==> src/logic/tckl_pkg.sv <==
// Package: constants, types and register map of the control keyswitch logic
package tckl_pkg;
  // ----------------------------------------
  // Timing
  // ----------------------------------------
  localparam int CLK_HZ = 10_000_000;
  localparam int DEBOUNCE_US = 5000;
  localparam int DEBOUNCE_CYC = CLK_HZ / 1_000_000 * DEBOUNCE_US;
  localparam int REVEAL_MS = 500;
  localparam int REVEAL_CYC = CLK_HZ / 1000 * REVEAL_MS;
  localparam int REPEAT_DELAY_MS = 500;
  localparam int REPEAT_DELAY_CYC = CLK_HZ / 1000 * REPEAT_DELAY_MS;
  localparam int REPEAT_RATE_HZ = 20;
  localparam int REPEAT_CYC = CLK_HZ / REPEAT_RATE_HZ;
  // ----------------------------------------
  // Key indices in the debounced vector
  // ----------------------------------------
  localparam int NUM_KEYS = 10;
  localparam int K_BREAK = 0;
  localparam int K_ANSWER = 1;
  localparam int K_RESET = 2;
  localparam int K_PAGE = 3;
  localparam int L_CRLF = 4;
  localparam int L_DOUBLE = 5;
  localparam int L_CAPS = 6;
  localparam int L_LOCAL = 7;
  localparam int L_REVEAL = 8;
  localparam int K_CHAR = 9;
  // ----------------------------------------
  // Character codes
  // ----------------------------------------
  localparam logic [7:0] CODE_CR = 8'h0D;
  localparam logic [7:0] CODE_LF = 8'h0A;
  localparam logic [7:0] CODE_FF = 8'h0C;
  localparam logic [7:0] CODE_LC_A = 8'h61;
  localparam logic [7:0] CODE_LC_Z = 8'h7A;
  localparam logic [7:0] CASE_OFFSET = 8'h20;
  // ----------------------------------------
  // Register map
  // ----------------------------------------
  localparam logic [3:0] OFS_CTRL = 4'h0;
  localparam logic [3:0] OFS_STATUS = 4'h4;
  localparam int CTRL_LINE_CONTROL = 0;
  localparam int CTRL_REVERSE_CHAN = 1;
  localparam logic [1:0] CTRL_RESET = 2'h0;
  localparam int ST_LATCH_LSB = 0;
  localparam int ST_RECEIVING = 5;
  localparam int ST_ERROR = 6;
  localparam int ST_BUSY = 7;
  // ----------------------------------------
  // Types
  // ----------------------------------------
  typedef struct packed {
    logic send;
    logic [7:0] code;
  } tckl_item_type;
  typedef enum logic [1:0] {
    SEQ_IDLE = 2'b00,
    SEQ_MAIN = 2'b01,
    SEQ_LF1 = 2'b11,
    SEQ_LF2 = 2'b10
  } tckl_seq_type;
  typedef enum logic {
    LINK_XMIT = 1'b0,
    LINK_RECV = 1'b1
  } tckl_link_type;
endpackage

==> src/logic/tckl_keyswitch.sv <==
// Control-section keyswitch logic with Avalon-MM register slave
//
// The Avalon-MM slave port and the register addresses were left to the implementer.
`timescale 1ns/1ps
`default_nettype none
// ----------------------------------------
// Notes on behaviour
// Attention key sends a break toward host
// Line control, transmitting: break on forward channel
// Line control, reverse, receiving: break on reverse
// Answerback key triggers stored identification message
// Reset key clears the error indicator
// Reset key also restores a faulted printer
// Auto line advance adds local LF after CR
// Double advance adds second unsent LF
// Capitals latch uppercases keyed letters
// Received characters printed unchanged
// Local latch: keyed characters print only
// Remote: send keyed, accept received characters
// Local release samples carrier: receive or transmit
// Reveal latch: head moves after half-second idle
// Reveal released: no delayed head move
// Page key: local form feed, nothing sent
// Momentary keys pulse once; latches are levels
// Only character key repeats, after delay
// ----------------------------------------
module tckl_keyswitch
  import tckl_pkg::*;
#(
  parameter int DEBOUNCE = DEBOUNCE_CYC,
  parameter int REVEAL = REVEAL_CYC,
  parameter int REP_DELAY = REPEAT_DELAY_CYC,
  parameter int REP_PERIOD = REPEAT_CYC,
  parameter int BUF_DEPTH = 2
) (
  input wire logic mclk,
  input wire logic nrst,
  input wire logic [NUM_KEYS-2:0] keys_raw,
  input wire logic char_key_down,
  input wire logic [7:0] char_key_code,
  input wire logic rx_valid,
  input wire tckl_item_type rx_data,
  output logic rx_ready,
  output logic tx_valid,
  output tckl_item_type tx_data,
  input wire logic tx_ready,
  output logic print_valid,
  output tckl_item_type print_data,
  input wire logic print_ready,
  output logic break_forward,
  output logic break_reverse,
  output logic answerback_start,
  output logic printer_restore,
  output logic head_reveal,
  output logic error_lamp,
  input wire logic error_detect,
  input wire logic printer_fault,
  input wire logic carrier_detect,
  input wire logic [3:0] avs_address,
  input wire logic avs_read,
  input wire logic avs_write,
  input wire logic [31:0] avs_writedata,
  output logic [31:0] avs_readdata,
  output logic avs_waitrequest
);
  localparam int RW = $clog2(REVEAL + 1);
  localparam int PW = $clog2(REP_DELAY + REP_PERIOD + 1);
  localparam int AW = $clog2(BUF_DEPTH);
  initial begin
    if (BUF_DEPTH < 2 || (1 << AW) != BUF_DEPTH) $error("BUF_DEPTH must be a power of two >= 2");
    if (REVEAL < 2 || REP_DELAY < 1 || REP_PERIOD < 1) $error("timing counts too small");
  end
  // ----------------------------------------
  // Debounce all keys
  // ----------------------------------------
  logic [NUM_KEYS-1:0] raw_all;
  logic [NUM_KEYS-1:0] lvl;
  logic [NUM_KEYS-1:0] prs;
  assign raw_all = {char_key_down, keys_raw};
  for (genvar i = 0; i < NUM_KEYS; i++) begin : g_deb
    tckl_debounce #(.CYCLES(DEBOUNCE)) u_deb (
      .mclk(mclk),
      .nrst(nrst),
      .raw(raw_all[i]),
      .level(lvl[i]),
      .press(prs[i])
    );
  end
  logic remote;
  assign remote = !lvl[L_LOCAL];
  // ----------------------------------------
  // Control register and link state
  // ----------------------------------------
  logic [1:0] ctrl;
  logic [1:0] next_ctrl;
  tckl_link_type link_state;
  tckl_link_type next_link_state;
  logic local_prev;
  logic err;
  logic next_err;
  logic [3:0] pulses;
  logic [3:0] next_pulses;
  logic line_ctl;
  assign line_ctl = ctrl[CTRL_LINE_CONTROL];
  always_comb begin
    next_ctrl = ctrl;
    if (avs_write && avs_address == OFS_CTRL && !avs_waitrequest) begin
      next_ctrl = avs_writedata[1:0];
    end
    next_link_state = link_state;
    if (line_ctl && local_prev && !lvl[L_LOCAL]) begin
      next_link_state = carrier_detect ? LINK_RECV : LINK_XMIT;
    end
    next_err = (err && !prs[K_RESET]) || error_detect;
    next_pulses[0] = prs[K_BREAK] && !(line_ctl && ctrl[CTRL_REVERSE_CHAN]
      && link_state == LINK_RECV);
    next_pulses[1] = prs[K_BREAK] && line_ctl && ctrl[CTRL_REVERSE_CHAN]
      && link_state == LINK_RECV;
    next_pulses[2] = prs[K_ANSWER];
    next_pulses[3] = prs[K_RESET] && printer_fault;
  end
  always_ff @(posedge mclk or negedge nrst) begin
    if (!nrst) begin
      ctrl <= CTRL_RESET;
      link_state <= LINK_XMIT;
      local_prev <= 1'b0;
      err <= 1'b0;
      pulses <= '0;
    end else begin
      ctrl <= next_ctrl;
      link_state <= next_link_state;
      local_prev <= lvl[L_LOCAL];
      err <= next_err;
      pulses <= next_pulses;
    end
  end
  assign {printer_restore, answerback_start, break_reverse, break_forward} = pulses;
  assign error_lamp = err;
  // ----------------------------------------
  // Character key repeat and pending requests
  // ----------------------------------------
  logic [PW-1:0] rep_cnt;
  logic [PW-1:0] next_rep_cnt;
  logic kb_pend;
  logic next_kb_pend;
  logic [7:0] kb_code;
  logic [7:0] next_kb_code;
  logic pg_pend;
  logic next_pg_pend;
  logic fire;
  tckl_seq_type seq;
  tckl_seq_type next_seq;
  tckl_item_type cur;
  tckl_item_type next_cur;
  logic take;
  logic buf_in_ready;
  // Control keys never reach this counter, so they cannot repeat
  always_comb begin
    next_rep_cnt = '0;
    fire = prs[K_CHAR];
    if (lvl[K_CHAR]) begin
      next_rep_cnt = rep_cnt + 1'b1;
      if (rep_cnt == PW'(REP_DELAY + REP_PERIOD - 1)) begin
        fire = 1'b1;
        next_rep_cnt = PW'(REP_DELAY);
      end
    end
  end
  always_comb begin
    next_kb_pend = kb_pend;
    next_kb_code = kb_code;
    next_pg_pend = pg_pend || prs[K_PAGE];
    if (seq == SEQ_IDLE && kb_pend) begin
      next_kb_pend = 1'b0;
    end else if (seq == SEQ_IDLE && pg_pend) begin
      next_pg_pend = prs[K_PAGE];
    end
    // A repeat while the sequencer is busy is queued in kb_pend; it is dropped only if a code is already pending
    if (fire && !next_kb_pend) begin
      next_kb_pend = 1'b1;
      next_kb_code = char_key_code;
    end
  end
  always_ff @(posedge mclk or negedge nrst) begin
    if (!nrst) begin
      rep_cnt <= '0;
      kb_pend <= 1'b0;
      kb_code <= 8'h00;
      pg_pend <= 1'b0;
    end else begin
      rep_cnt <= next_rep_cnt;
      kb_pend <= next_kb_pend;
      kb_code <= next_kb_code;
      pg_pend <= next_pg_pend;
    end
  end
  // ----------------------------------------
  // Print sequencer
  // ----------------------------------------
  logic is_lower;
  assign is_lower = kb_code >= CODE_LC_A && kb_code <= CODE_LC_Z;
  assign rx_ready = seq == SEQ_IDLE && !kb_pend && !pg_pend && remote;
  assign take = buf_in_ready && !(cur.send && tx_valid);
  always_comb begin
    next_seq = seq;
    next_cur = cur;
    unique case (seq)
      SEQ_IDLE: begin
        if (kb_pend) begin
          next_cur.code = (lvl[L_CAPS] && is_lower) ? kb_code - CASE_OFFSET : kb_code;
          next_cur.send = remote;
          next_seq = SEQ_MAIN;
        end else if (pg_pend) begin
          next_cur = '{send: 1'b0, code: CODE_FF};
          next_seq = SEQ_MAIN;
        end else if (rx_valid && rx_ready) begin
          next_cur = '{send: 1'b0, code: rx_data.code};
          next_seq = SEQ_MAIN;
        end
      end
      SEQ_MAIN: begin
        if (take) begin
          next_cur = '{send: 1'b0, code: CODE_LF};
          if (cur.code == CODE_CR && lvl[L_CRLF]) begin
            next_seq = SEQ_LF1;
          end else if (cur.code == CODE_LF && lvl[L_DOUBLE]) begin
            next_seq = SEQ_LF2;
          end else begin
            next_seq = SEQ_IDLE;
          end
        end
      end
      SEQ_LF1: begin
        if (take) begin
          next_seq = lvl[L_DOUBLE] ? SEQ_LF2 : SEQ_IDLE;
        end
      end
      SEQ_LF2: begin
        if (take) begin
          next_seq = SEQ_IDLE;
        end
      end
    endcase
  end
  always_ff @(posedge mclk or negedge nrst) begin
    if (!nrst) begin
      seq <= SEQ_IDLE;
      cur <= '0;
    end else begin
      seq <= next_seq;
      cur <= next_cur;
    end
  end
  // ----------------------------------------
  // Link transmit holding register
  // ----------------------------------------
  logic next_tx_valid;
  tckl_item_type next_tx_data;
  always_comb begin
    next_tx_valid = tx_valid && !tx_ready;
    next_tx_data = tx_data;
    if (seq == SEQ_MAIN && take && cur.send) begin
      next_tx_valid = 1'b1;
      next_tx_data = cur;
    end
  end
  always_ff @(posedge mclk or negedge nrst) begin
    if (!nrst) begin
      tx_valid <= 1'b0;
      tx_data <= '0;
    end else begin
      tx_valid <= next_tx_valid;
      tx_data <= next_tx_data;
    end
  end
  // ----------------------------------------
  // Two-entry print buffer
  // ----------------------------------------
  tckl_item_type mem [BUF_DEPTH];
  logic [AW:0] wr_ptr;
  logic [AW:0] rd_ptr;
  logic push;
  logic pop;
  assign buf_in_ready = (wr_ptr - rd_ptr) != (AW + 1)'(BUF_DEPTH);
  assign push = seq != SEQ_IDLE && take;
  assign print_valid = wr_ptr != rd_ptr;
  assign pop = print_valid && print_ready;
  assign print_data = mem[rd_ptr[AW-1:0]];
  always_ff @(posedge mclk or negedge nrst) begin
    if (!nrst) begin
      wr_ptr <= '0;
      rd_ptr <= '0;
      for (int i = 0; i < BUF_DEPTH; i++) begin
        mem[i] <= '0;
      end
    end else begin
      if (push) begin
        mem[wr_ptr[AW-1:0]] <= cur;
        wr_ptr <= wr_ptr + 1'b1;
      end
      if (pop) begin
        rd_ptr <= rd_ptr + 1'b1;
      end
    end
  end
  // ----------------------------------------
  // Delayed head reveal
  // ----------------------------------------
  logic [RW-1:0] idle_cnt;
  logic [RW-1:0] next_idle_cnt;
  logic revealed;
  logic next_revealed;
  logic next_head_reveal;
  always_comb begin
    next_idle_cnt = idle_cnt;
    next_revealed = revealed;
    next_head_reveal = 1'b0;
    if (pop || print_valid) begin
      next_idle_cnt = '0;
      next_revealed = 1'b0;
    end else if (!lvl[L_REVEAL]) begin
      next_idle_cnt = '0;
    end else if (!revealed) begin
      next_idle_cnt = idle_cnt + 1'b1;
      if (idle_cnt == RW'(REVEAL - 1)) begin
        next_head_reveal = 1'b1;
        next_revealed = 1'b1;
      end
    end
  end
  always_ff @(posedge mclk or negedge nrst) begin
    if (!nrst) begin
      idle_cnt <= '0;
      revealed <= 1'b1;
      head_reveal <= 1'b0;
    end else begin
      idle_cnt <= next_idle_cnt;
      revealed <= next_revealed;
      head_reveal <= next_head_reveal;
    end
  end
  // ----------------------------------------
  // Avalon-MM slave, one wait state
  // ----------------------------------------
  logic ack;
  logic [31:0] next_readdata;
  assign avs_waitrequest = (avs_read || avs_write) && !ack;
  always_comb begin
    next_readdata = 32'h0000_0000;
    if (avs_address == OFS_CTRL) begin
      next_readdata[1:0] = ctrl;
    end else if (avs_address == OFS_STATUS) begin
      next_readdata[ST_LATCH_LSB +: 5] = lvl[L_REVEAL:L_CRLF];
      next_readdata[ST_RECEIVING] = link_state == LINK_RECV;
      next_readdata[ST_ERROR] = err;
      next_readdata[ST_BUSY] = seq != SEQ_IDLE;
    end
  end
  always_ff @(posedge mclk or negedge nrst) begin
    if (!nrst) begin
      ack <= 1'b0;
      avs_readdata <= 32'h0000_0000;
    end else begin
      ack <= (avs_read || avs_write) && !ack;
      avs_readdata <= next_readdata;
    end
  end
endmodule
`default_nettype wire

==> src/logic/tckl_debounce.sv <==
// Single keyswitch debouncer with a press pulse
`timescale 1ns/1ps
`default_nettype none
module tckl_debounce
  import tckl_pkg::*;
#(
  parameter int CYCLES = DEBOUNCE_CYC
) (
  input wire logic mclk,
  input wire logic nrst,
  input wire logic raw,
  output logic level,
  output logic press
);
  localparam int W = $clog2(CYCLES + 1);
  initial begin
    if (CYCLES < 1) $error("tckl_debounce: CYCLES must be at least 1");
  end
  logic [W-1:0] count;
  logic [W-1:0] next_count;
  logic next_level;
  logic next_press;
  // ----------------------------------------
  // Settle counter
  // ----------------------------------------
  always_comb begin
    next_count = '0;
    next_level = level;
    next_press = 1'b0;
    if (raw != level) begin
      if (count == W'(CYCLES - 1)) begin
        next_level = raw;
        next_press = raw;
      end else begin
        next_count = count + 1'b1;
      end
    end
  end
  always_ff @(posedge mclk or negedge nrst) begin
    if (!nrst) begin
      count <= '0;
      level <= 1'b0;
      press <= 1'b0;
    end else begin
      count <= next_count;
      level <= next_level;
      press <= next_press;
    end
  end
endmodule
`default_nettype wire

==> config.mk <==
export PLATFORM = sky130hd
export DESIGN_NAME = tckl_keyswitch
export DESIGN_NICKNAME = d
export VERILOG_FILES = /design/src/logic/tckl_pkg.sv /design/src/logic/tckl_keyswitch.sv /design/src/logic/tckl_debounce.sv
export SDC_FILE = /design/constraint.sdc
export NUM_CORES = 1
export LEC_CHECK = 0
export BUFFER_PORTS_ARGS = -buffer_cell sky130_fd_sc_hd__buf_2
export CORE_ASPECT_RATIO = 1.5
export CORE_UTILIZATION = 45
export CTS_CLUSTER_SIZE = 25
export DETAILED_ROUTE_END_ITERATION = 12
export PLACE_DENSITY = 0.64
export SLEW_MARGIN = 20
export SYNTH_ARGS = -nofsm -noshare
export SYNTH_HDL_FRONTEND = slang
export SYNTH_HIERARCHICAL = 1
export SYNTH_SLANG_ARGS = --single-unit
==> constraint.sdc <==
create_clock -name mclk -period 6 [get_ports mclk]
set_input_delay 1.2 -clock mclk [delete_from_list [all_inputs] [get_ports mclk]]
set_output_delay 1.2 -clock mclk [all_outputs]
set_load 0.02 [all_outputs]
==> flow_summary.yaml <==
grt:
  antenna_found_initial: 1
  grt_pass1_vias: 10180
  busiest_layer: "met2"
  track_usage_pct: 18.2
  grt_pass1_wl_um: 49800
  grt.overflow.total: 0
  grtUsageMet3_pct: 2.19
  grt_max_degree: 131
  grtUsageMet1_pct: 23.1
  met2_usage_pct: 31.8
placement:
  gp_congestion: 0.783
  io_buffers: 77
  post-place-ws_ns: 3.19
  hpwl_um: 20300
  dp_cells: 1837
layout:
  antenna_cells: 0
  final_cells: 1890
  area_growth_pct: 12.1
  multi_input_area_sq_mm: 0.00661
  nNetsFinal: 1549
  seqCellArea_sq_mm: 0.00736
  num-fill-cells: 2825
  final_util_pct: 51.8
  drive_gt1_share_pct: 14.7
critical_path:
  max_stage_delay_ns: 0.61
  path_delay_family: "flip-flops"
  critPathCaptureType: "output pin"
  path_class: "reg -> out"
  start_kind: "flip-flop"
  cpMaxStageDelayCell: "dfrtp_1"
  cp.buffers_inverters: 1
  cp.required_ns: 4.80
  cp_cell_sequence: "xnor2_1 -> nand2_1 -> buf_2"
  arrival_ns: 1.93
  reg2reg_slack_ns: 3.43
  path_max_fanout: 13
clocking:
  clk_pin_slew_worst_paths_ns: 0.06
  cts-hold-fix-buffers: 0
  clockRootBuffer: "clkbuf_16"
  cts_made_buffers: 29
  cts-resized-gates: 0
  h-tree-depth: 1
  post_cts.repair.setup_buffers: 0
  cts.sinks: 294
  cts_tree: "yes"
  clock_latency_ns: 0.55
  ctsLongestPathBuffers: 3
detailed_routing:
  num_vias: 10271
  finalWirelength_um: 29200
  final_antenna_net_count: 0
  drtIter0Drc: 516
  firstDrtPassIters: 5
  drc_errors: 0
  wl_per_cell_um: 15.5
  vias_per_cell: 5.43
floorplan:
  io_pins: 133
  die_w_um: 148
  core-area_sq_mm: 0.0312
  die_area_sq_mm: 0.0328
  rows: 79
  start_util_pct: 46.2
  dieHeight_um: 221
sta:
  min_period_over_period_pct: 52.2
  tns_ns: 0
  setup_viol: 0
  relSlewSlack_pct: 36.0
  tightest_slew_ns: 0.953
  max_freq_ghz: 0.319
  drv_slew: 0
  period_needed_ns: 3.13
  rsz0062_at_grt: "false"
  hold_viol: 0
  finClkSkew_ns: 0.00857
  fin_ws_ns: 2.87
run:
  max-cap-violations: 0
power_and_ir_drop:
  ir_worst_vdd_v: 0.000149
  power_w: 0.00497
  leakage_nw: 6.83
  power_density_mw_per_mm2: 307
synthesis:
  yosysWarnings: 6
  synth_area_per_cell_sq_um: 10.5
  syn_inst: 1380
  syn-cell-area_sq_mm: 0.0144
hold_path:
  min_path_type: "reg -> reg"
outcome:
  status: "finished clean"
[metrics by stage]
stage	hold slack, ns	cell area (sq um)
after floorplan	0.331	14500
after global placement	0.333	15100
after detailed placement	0.340	15100
after CTS	0.356	16200
after global routing	0.366	16200
final	0.351	16200
[layer usage]
metal / vias to the layer above / share of wire [%]
li1: 4979 / -
met1: 5081 / 44
met2: 161 / 51
met3: 48 / 3.2
met4: 2 / 2.3
met5: - / 0.027
[final timing paths]
path	from	cells past startpoint	endpoint
worst min register to register	g_deb[1].u_deb/press	0	pulses[2]
worst max-delay path	rd_ptr[0]	3	print_valid
worst min-delay path	g_deb[1].u_deb/press	0	pulses[2]
min in group asynchronous	nrst	1	tx_data[7]
max in group asynchronous	nrst	2	g_deb[2].u_deb/count[14]
worst max register to register	rd_ptr[0]	4	idle_cnt[22]
[placed cells by master, fill, tap and decap left out, types with 32 or more instances in the layout]
| cell | instances |
|---|---|
| nor4_1 | 44 |
| nand3_1 | 63 |
| xor2_1 | 40 |
| mux2_2 | 42 |
| and3_1 | 32 |
| nor3_1 | 50 |
| nand4_1 | 33 |
| dfrtp_1 | 293 |
| inv_1 | 67 |
| xnor2_1 | 132 |
| buf_2 | 76 |
| nand2_1 | 49 |
| nor2_1 | 208 |
[state kept, by name, indices dropped and copies added (netlist names), 8 cells and up]
signal and flops:
idle_cnt 23, cur 9, mem 18, g_deb.u_deb/level 10
avs_readdata 8, kb_code 8, g_deb.u_deb/count 160, rep_cnt 23
tx_data 9
[power breakdown]
| part | leakage, nW | switching, W | total (W) | internal [W] |
|---|---|---|---|---|
| Sequential | 3.96 | 0.000162 | 0.00230 | 0.00214 |
| Combinational | 2.37 | 0.000427 | 0.000731 | 0.000304 |
| Clock | 0.497 | 0.000769 | 0.00193 | 0.00116 |
| Total | 6.83 | 0.00136 | 0.00497 | 0.00361 |
[cell type report]
cell class                 count  share of cell area, %
clock buffer                  38                   5.01
clock inverter                15                   1.33
inverter                      68                   1.58
multi-input combinational    991                   40.8
sequential                   294                   45.5
tap                          405                   3.13
timing repair buffer          79                   2.61
Power figures use the tool's default switching activity.
